File: src/pot_host_map.svh
// constants for the 2-wire host that drives a four-channel digital pot
// assumes a 100 MHz system clock; the host's parameter defaults convert times to cycles
`ifndef POT_HOST_MAP_SVH
`define POT_HOST_MAP_SVH

`define POT_CLK_NS          10
`define POT_BUS_BIT_NS      10000
`define POT_NV_WRITE_US     10000

// arbitrary neutral device type identifier, override per part
`define POT_TYPE_ID_DEFAULT 4'h3

`define POT_OP_READ_COUNTER  4'h9
`define POT_OP_WRITE_COUNTER 4'ha
`define POT_OP_READ_STORE    4'hb
`define POT_OP_WRITE_STORE   4'hc
`define POT_OP_STORE_TO_CNT  4'hd
`define POT_OP_CNT_TO_STORE  4'he
`define POT_OP_GLOBAL_TO_CNT 4'h1
`define POT_OP_GLOBAL_TO_ST  4'h8
`define POT_OP_STEP          4'h2

`define POT_ACK_SLOT         4'h8
`define POT_BYTE_ADDR        2'h0
`define POT_BYTE_INSTR       2'h1
`define POT_BYTE_DATA        2'h2

`endif

File: src/pot_host_pkg.sv
// types shared by the pot bus host and its testbench
// assumes pot_host_map.svh supplies the numeric constants
package pot_host_pkg;

  typedef enum logic [3:0] {
    CMD_READ_COUNTER,
    CMD_WRITE_COUNTER,
    CMD_READ_STORE,
    CMD_WRITE_STORE,
    CMD_STORE_TO_COUNTER,
    CMD_COUNTER_TO_STORE,
    CMD_GLOBAL_TO_COUNTER,
    CMD_GLOBAL_TO_STORE,
    CMD_STEP
  } cmd_t;

  typedef struct packed {
    cmd_t       cmd;
    logic [3:0] chip_select_bits;
    logic [1:0] store_select;
    logic [1:0] channel_select;
    logic [7:0] data;
    logic       step_up;
  } req_t;

  typedef struct packed {
    logic [7:0] data;
    logic       nack;
    logic       timeout;
  } rsp_t;

  typedef enum logic [2:0] {
    ST_IDLE,
    ST_START,
    ST_SEND,
    ST_RECV,
    ST_STEP,
    ST_STOP
  } host_state_t;

endpackage

File: src/pot_bus_host.sv
// 2-wire bus master that frames commands for a four-channel digital pot
// assumes open-drain pins with external pull-ups; one request at a time
//
// Notes on behaviour
// - after start send four-bit type id then four address bits, msb first.
// - slave acks address, instruction, written bytes; master acks read bytes.
// - counter read: zero store bits, slave returns byte, master acks, stop.
// - counter write: zero store bits, master sends byte, slave acks, stop.
// - store read selects store and channel; byte returned, master ack, stop.
// - store write uses opcode 1100 plus data byte; stop starts write cycle.
// - store-to-counter transfer stops after instruction ack; no write cycle.
// - counter-to-store transfer stops after instruction ack; starts write cycle.
// - in step mode each clock high with data high is one increment.
// - in step mode each clock high with data low is one decrement.
// - master sends zero in unused instruction bits; device ignores them.
// - no address ack during a write; master polls start plus address.
`include "pot_host_map.svh"

module pot_bus_host #(
  parameter int         QUARTER_CYCLES = `POT_BUS_BIT_NS / (4 * `POT_CLK_NS),
  parameter int         POLL_LIMIT     = `POT_NV_WRITE_US * 1000 / `POT_CLK_NS,
  parameter logic [3:0] TYPE_ID        = `POT_TYPE_ID_DEFAULT
) (
  input  wire logic               i_clk,
  input  wire logic               i_resetn,
  input  wire logic               i_req_valid,
  input  wire pot_host_pkg::req_t i_req,
  output logic                    o_req_ready,
  output logic                    o_done,
  output pot_host_pkg::rsp_t      o_rsp,
  input  wire logic               i_scl,
  output logic                    o_scl,
  output logic                    o_scl_oe_n,
  input  wire logic               i_sda,
  output logic                    o_sda,
  output logic                    o_sda_oe_n
);
  import pot_host_pkg::*;

  localparam int TW = $clog2(POLL_LIMIT + 1);

  typedef struct packed {
    host_state_t st;
    logic [1:0]  q;
    logic [3:0]  bitn;
    logic [1:0]  byte_idx;
    logic [7:0]  shreg;
    req_t        req;
    logic        polling;
    logic        poll_ok;
    logic [7:0]  steps;
    logic [TW-1:0] timer;
    rsp_t        rsp;
    logic        done;
    logic        ready;
    logic        scl_oe_n;
    logic        sda_oe_n;
    logic        pin_level;
  } host_reg_t;

  host_reg_t s;
  host_reg_t next_s;

  logic tick;
  logic scl_in;
  logic sda_in;

  link_tick_sync #(
    .QUARTER_CYCLES(QUARTER_CYCLES)
  ) u_tick (
    .i_clk   (i_clk),
    .i_resetn(i_resetn),
    .i_scl   (i_scl),
    .i_sda   (i_sda),
    .o_tick  (tick),
    .o_scl   (scl_in),
    .o_sda   (sda_in)
  );

  function automatic logic [3:0] opcode(input cmd_t c);
    case (c)
      CMD_READ_COUNTER:      opcode = `POT_OP_READ_COUNTER;
      CMD_WRITE_COUNTER:     opcode = `POT_OP_WRITE_COUNTER;
      CMD_READ_STORE:        opcode = `POT_OP_READ_STORE;
      CMD_WRITE_STORE:       opcode = `POT_OP_WRITE_STORE;
      CMD_STORE_TO_COUNTER:  opcode = `POT_OP_STORE_TO_CNT;
      CMD_COUNTER_TO_STORE:  opcode = `POT_OP_CNT_TO_STORE;
      CMD_GLOBAL_TO_COUNTER: opcode = `POT_OP_GLOBAL_TO_CNT;
      CMD_GLOBAL_TO_STORE:   opcode = `POT_OP_GLOBAL_TO_ST;
      default:               opcode = `POT_OP_STEP;
    endcase
  endfunction

  // unused fields go out as zero so the device sees defined bits
  function automatic logic [7:0] instr_byte(input req_t r);
    logic [1:0] rs;
    logic [1:0] ps;
    rs = r.store_select;
    ps = r.channel_select;
    if (r.cmd == CMD_READ_COUNTER || r.cmd == CMD_WRITE_COUNTER || r.cmd == CMD_STEP) begin
      rs = 2'h0;
    end
    if (r.cmd == CMD_GLOBAL_TO_COUNTER || r.cmd == CMD_GLOBAL_TO_STORE) begin
      ps = 2'h0;
    end
    instr_byte = {opcode(r.cmd), rs, ps};
  endfunction

  function automatic logic starts_nv_write(input cmd_t c);
    starts_nv_write = (c == CMD_WRITE_STORE) || (c == CMD_COUNTER_TO_STORE) ||
                      (c == CMD_GLOBAL_TO_STORE);
  endfunction

  always_comb begin
    next_s = s;
    next_s.done = 1'b0;
    // the poll timer stops at its ceiling, so a device that never answers ends in a timeout
    if (s.polling && s.timer != TW'(POLL_LIMIT)) begin
      next_s.timer = s.timer + TW'(1);
    end
    case (s.st)
      ST_IDLE: begin
        if (i_req_valid && s.ready) begin
          next_s.req = i_req;
          next_s.ready = 1'b0;
          next_s.polling = 1'b0;
          next_s.poll_ok = 1'b0;
          next_s.timer = '0;
          next_s.rsp = '0;
          next_s.q = 2'h0;
          next_s.st = ST_START;
        end
      end
      ST_START: begin
        if (tick) begin
          next_s.q = s.q + 2'h1;
          case (s.q)
            2'h0: begin
              next_s.sda_oe_n = 1'b1;
              next_s.scl_oe_n = 1'b1;
            end
            2'h1: next_s.sda_oe_n = 1'b0;
            2'h2: next_s.sda_oe_n = 1'b0;
            default: begin
              // the address is reloaded here, so every poll resends the same byte
              next_s.scl_oe_n = 1'b0;
              next_s.st = ST_SEND;
              next_s.bitn = 4'h0;
              next_s.byte_idx = `POT_BYTE_ADDR;
              next_s.shreg = {TYPE_ID, s.req.chip_select_bits};
            end
          endcase
        end
      end
      ST_SEND, ST_RECV, ST_STEP: begin
        if (tick) begin
          next_s.q = s.q + 2'h1;
          case (s.q)
            2'h0: begin
              if (s.st == ST_STEP) begin
                next_s.sda_oe_n = s.req.step_up;
              end else if (s.bitn == `POT_ACK_SLOT) begin
                next_s.sda_oe_n = (s.st == ST_SEND);
              end else begin
                next_s.sda_oe_n = (s.st == ST_SEND) ? s.shreg[7] : 1'b1;
              end
            end
            2'h1: next_s.scl_oe_n = 1'b1;
            2'h2: next_s.scl_oe_n = 1'b1;
            default: begin
              // the slave may hold the clock low; wait for it to rise
              if (!scl_in) begin
                next_s.q = s.q;
              end else begin
                next_s.scl_oe_n = 1'b0;
                next_s.bitn = s.bitn + 4'h1;
                if (s.st == ST_STEP) begin
                  // each step is a bare clock pulse; sda was set while scl was low
                  next_s.steps = s.steps - 8'h01;
                  if (s.steps == 8'h01) begin
                    next_s.st = ST_STOP;
                  end
                end else if (s.bitn != `POT_ACK_SLOT) begin
                  if (s.st == ST_SEND) begin
                    next_s.shreg = {s.shreg[6:0], 1'b0};
                  end else begin
                    next_s.shreg = {s.shreg[6:0], sda_in};
                  end
                end else if (s.st == ST_RECV) begin
                  next_s.rsp.data = s.shreg;
                  next_s.st = ST_STOP;
                end else if (sda_in) begin
                  // no acknowledge: end the frame
                  next_s.rsp.nack = !s.polling;
                  next_s.poll_ok = 1'b0;
                  next_s.st = ST_STOP;
                end else begin
                  next_s.bitn = 4'h0;
                  next_s.byte_idx = s.byte_idx + 2'h1;
                  if (s.polling) begin
                    next_s.poll_ok = 1'b1;
                    next_s.st = ST_STOP;
                  end else if (s.byte_idx == `POT_BYTE_ADDR) begin
                    next_s.shreg = instr_byte(s.req);
                  end else if (s.byte_idx == `POT_BYTE_INSTR) begin
                    case (s.req.cmd)
                      CMD_READ_COUNTER, CMD_READ_STORE: next_s.st = ST_RECV;
                      CMD_WRITE_COUNTER, CMD_WRITE_STORE: begin
                        next_s.shreg = s.req.data;
                      end
                      CMD_STEP: begin
                        next_s.steps = s.req.data;
                        next_s.st = (s.req.data == 8'h00) ? ST_STOP : ST_STEP;
                      end
                      default: next_s.st = ST_STOP;
                    endcase
                  end else begin
                    next_s.st = ST_STOP;
                  end
                end
              end
            end
          endcase
        end
      end
      ST_STOP: begin
        if (tick) begin
          next_s.q = s.q + 2'h1;
          case (s.q)
            // sda goes low under a low clock so that its later rise reads as a stop
            2'h0: next_s.sda_oe_n = 1'b0;
            2'h1: next_s.scl_oe_n = 1'b1;
            2'h2: next_s.scl_oe_n = 1'b1;
            default: begin
              next_s.sda_oe_n = 1'b1;
              if (s.polling && !s.poll_ok && s.timer != TW'(POLL_LIMIT)) begin
                next_s.st = ST_START;
              end else if (!s.polling && !s.rsp.nack && starts_nv_write(s.req.cmd)) begin
                // the stop launches the write cycle; poll until the device answers
                next_s.polling = 1'b1;
                next_s.timer = '0;
                next_s.st = ST_START;
              end else begin
                next_s.rsp.timeout = s.polling && !s.poll_ok;
                next_s.polling = 1'b0;
                next_s.done = 1'b1;
                next_s.ready = 1'b1;
                next_s.st = ST_IDLE;
              end
            end
          endcase
        end
      end
      default: next_s.st = ST_IDLE;
    endcase
  end

  always_ff @(posedge i_clk or negedge i_resetn) begin
    if (!i_resetn) begin
      // the bus starts released and the request port starts ready
      s <= '{
        st:        ST_IDLE,
        q:         2'h0,
        bitn:      4'h0,
        byte_idx:  2'h0,
        shreg:     8'h00,
        req:       '0,
        polling:   1'b0,
        poll_ok:   1'b0,
        steps:     8'h00,
        timer:     '0,
        rsp:       '0,
        done:      1'b0,
        ready:     1'b1,
        scl_oe_n:  1'b1,
        sda_oe_n:  1'b1,
        pin_level: 1'b0
      };
    end else begin
      s <= next_s;
    end
  end

  assign o_req_ready = s.ready;
  assign o_done      = s.done;
  assign o_rsp       = s.rsp;
  assign o_scl       = s.pin_level;
  assign o_scl_oe_n  = s.scl_oe_n;
  assign o_sda       = s.pin_level;
  assign o_sda_oe_n  = s.sda_oe_n;

endmodule

File: src/link_tick_sync.sv
// quarter-bit tick divider and two-flop synchronisers for the bus pins
// assumes i_scl and i_sda are asynchronous wire levels from the pads
module link_tick_sync #(
  parameter int QUARTER_CYCLES = 250
) (
  input  wire logic i_clk,
  input  wire logic i_resetn,
  input  wire logic i_scl,
  input  wire logic i_sda,
  output logic      o_tick,
  output logic      o_scl,
  output logic      o_sda
);

  localparam int CW = $clog2(QUARTER_CYCLES + 1);

  typedef struct packed {
    logic [CW-1:0] count;
    logic          tick;
    logic [1:0]    scl_sync;
    logic [1:0]    sda_sync;
  } sync_state_t;

  sync_state_t s;
  sync_state_t next_s;

  always_comb begin
    next_s = s;
    next_s.tick = 1'b0;
    if (s.count == CW'(QUARTER_CYCLES - 1)) begin
      next_s.count = '0;
      next_s.tick = 1'b1;
    end else begin
      next_s.count = s.count + CW'(1);
    end
    // first stage feeds only the second stage
    next_s.scl_sync = {s.scl_sync[0], i_scl};
    next_s.sda_sync = {s.sda_sync[0], i_sda};
  end

  always_ff @(posedge i_clk or negedge i_resetn) begin
    if (!i_resetn) begin
      s <= '{count: '0, tick: 1'b0, scl_sync: 2'h3, sda_sync: 2'h3};
    end else begin
      s <= next_s;
    end
  end

  assign o_tick = s.tick;
  assign o_scl  = s.scl_sync[1];
  assign o_sda  = s.sda_sync[1];

endmodule

File: config.mk
export PLATFORM = sky130hd
export DESIGN_NAME = pot_bus_host
export DESIGN_NICKNAME = d
export VERILOG_FILES = /design/src/pot_host_pkg.sv /design/src/pot_bus_host.sv /design/src/link_tick_sync.sv
export VERILOG_INCLUDE_DIRS = /design/src
export SDC_FILE = /design/constraint.sdc
export NUM_CORES = 1
export LEC_CHECK = 0
export CORE_ASPECT_RATIO = 1.1
export CORE_MARGIN = 3
export CORE_UTILIZATION = 55
export DETAILED_ROUTE_END_ITERATION = 10
export DONT_BUFFER_PORTS = 1
export PLACE_DENSITY = 0.68
export SLEW_MARGIN = 15
export SYNTH_ARGS = -nofsm -noshare
export SYNTH_HDL_FRONTEND = slang
export SYNTH_HIERARCHICAL = 1
export SYNTH_SLANG_ARGS = --single-unit
File: constraint.sdc
create_clock -name i_clk -period 5.25 [get_ports i_clk]
set_input_delay 1.05 -clock i_clk [delete_from_list [all_inputs] [get_ports i_clk]]
set_output_delay 1.05 -clock i_clk [all_outputs]
set_load 0.1 [all_outputs]
==> flow_summary.ini <==
[floorplanning]
rows = 37
core_um2 = 9580
die_y_um = 111
dieArea_um2 = 11300
io_pins = 42
die_w_um = 102
initial_core_util_pct = 57.7

[clock_network]
cts_resized = 0
cts_max_level = 3
clk-insertion-delay-late_ps = 370
cts_hold_buf = 0
root_buffer = clkbuf_8
numCtsBuffers = 9
cts_tree = yes
clk_path_buf_depth = 2
clock_sinks = 97
clkTransAtPathRegs_ps = 80
post_cts_buffers = 0

[worst_setup_path]
crit_type = reg2reg
cp.required_ps = 5480
worstSetupEndpointType = flip-flop
crit_fanout = 25
cp_data_arrival_time_ps = 3180
cp-start-kind = flip-flop
r2r.worst_path.cells = 5

[placement]
dpl.cell_count = 649
dpl_cell_area_um2 = 5500
place_congestion = 0.895
hpwl_um = 8530
pre_cts_ws_ps = 2390
port_buffers = 0

[worst_hold_path]
hold_path_depth = 0
hold_path.class = reg2reg

[yosys]
yosys_warnings = 6
syn-cell-area_um2 = 5530
postSynthCellCount = 565
ys_ff_latch = 97
synth_edf_count = 0
syn_avg_cell_area_um2 = 9.79
seq_area_frac_synth_pct = 44.0
synth_cell_types = 77
synth_flop_cell = dfrtp_1
async_flop_share_pct = 100

[detailed_routing]
wl_um = 11800
drc_errors = 0
drtIter0Drc = 308
final_antenna_net_count = 0
drtPass1Iterations = 5
num_vias = 4058
viasPerCell = 6.10
wl_per_cell_um = 17.7

[timing]
worst_pin_slew_ps = 967
post-route-min-period_ps = 2950
finalWorstSetupSlack_ps = 2300
hold_viol = 0
final.setup_skew_ps = 11.9
rsz0062_at_grt = false
clock.fmax_mhz = 339
final.setup.tns_ps = 0
finalSetupViolCount = 0
finalCritPeriodShare_pct = 56.2
drv_slew = 0
slew-limit-headroom_pct = 35.6

[power_and_ir_drop]
p_leak_uw = 0.00244
ir_drop_uv = 209
totalPowerFinal_uw = 2580
power_density_nw_per_um2 = 453

[finish]
final_area_um2 = 5700
diodes = 0
area_delta_synth_final_pct = 2.96
drive_gt1_share_pct = 12.8
multi_input_area_um2 = 2780
n_fill_cell = 812
stdcell_count = 665
nets = 586
seq_area_um2 = 2440

[global_route]
grt_pass1_vias = 3950
overflow = 0
antenna_found_initial = 0
grt_pass1_wl_um = 19700
grt_start_max_net_pins = 98
track_usage_pct = 21.9

[run]
drv_cap = 0

[status]
status = completed
[where the power goes]
group	switching, uW	internal (uW)	total, uW
Clock	255	225	480
Combinational	468	386	854
Sequential	329	916	1250
[layout by cell type (no fill, tap or decap), drive strengths merged, types with 6 or more instances in the layout]
cell and count:
dfrtp 90, nor2 53, nand2 45, inv 32, mux2 30, nand3 27
o21ai 26, a21oi 22, ha 17, xor2 16, mux2i 14, clkbuf 13
nand4 11, nor3 10, a31oi 8, or3 7, nand2b 7, dfstp 7
nor4 7, xnor2 6, nor2b 6, a211oi 6
[logic make-up (layout without fill, tap and decap cells)]
kind of cell / Yosys count / after routing / share of synthesized area, %
buf+inv: 68 / 50 / 5.92
compound gates: 108 / 108 / 14.0
mux: 44 / 44 / 8.64
flops: 97 / 97 / 44.0
simple gates: 208 / 208 / 20.0
xor+xnor: 22 / 22 / 3.48
other cells: 1 / 2 / 0.0678
fa+ha+maj: 17 / 17 / 3.84
[registers in the layout (all words and copies together) (netlist names)]
register / flops
o_done: 1
o_req_ready: 1
o_rsp: 10
o_scl_oe_n: 1
o_sda_oe_n: 1
s: 70
u_tick/next_s: 2
u_tick/o_scl: 1
u_tick/o_sda: 1
u_tick/o_tick: 1
u_tick/s: 8
[layout make-up]
cell class / count / share of cell area [%]
Inverter: 32 / 2.11
Sequential cell: 97 / 42.8
Timing Repair Buffer: 2 / 0.264
Multi-Input combinational cell: 401 / 48.8
Tap cell: 117 / 2.57
Clock buffer: 13 / 3.14
Clock inverter: 3 / 0.395
[worst paths after layout]
check                      slack, ps                  startpoint                      to
max reg2reg                     2300           s[84]$_DFFE_PN0P_       s[80]$_DFFE_PN0P_
max                             2300           s[84]$_DFFE_PN0P_       s[80]$_DFFE_PN0P_
min reg2reg                      360  u_tick/next_s[3]$_DFF_PN1_  u_tick/o_scl$_DFF_PN1_
min                              360  u_tick/next_s[3]$_DFF_PN1_  u_tick/o_scl$_DFF_PN1_
max in group asynchronous       4630                    i_resetn  o_sda_oe_n$_DFFE_PN1P_
min in group asynchronous        370                    i_resetn       s[40]$_DFFE_PN0P_
[stage by stage]
stage	util, %	hold WS (ps)
2_1_floorplan	-	345
3_3_place_gp	57.4	348
3_5_place_dp	57.4	350
4_1_cts	59.5	347
5_1_grt	59.5	341
6_report	59.5	362
[synthesized netlist by cell type (all sizes together), types with 10 or more instances]
cell,instances,area (um^2)
nor3,10,55.1
nand3,27,140
inv,32,120
a21oi,22,110
xor2,16,140
nor2,53,204
mux2i,14,140
buf,30,185
o21ai,26,130
nand2,45,169
dfrtp,90,2250
ha,17,213
mux2,30,338
nand4,11,68.8
[critical path, stage by stage (launching register included)]
cell	delay, ps
dfrtp_1	850
nand2b_1	660
nand2_1	530
a311oi_1	390
o21ai_0	200
mux2i_1	180
[routing by layer]
| metal | global-route usage [%] | part of all wire, % |
|---|---|---|
| met4 | 9.04 | 2.0 |
| met3 | 3.46 | 4.6 |
| met2 | 36.1 | 50 |
| met1 | 28.3 | 44 |
| met5 | 0 | 0 |
Power figures use the tool's default switching activity.
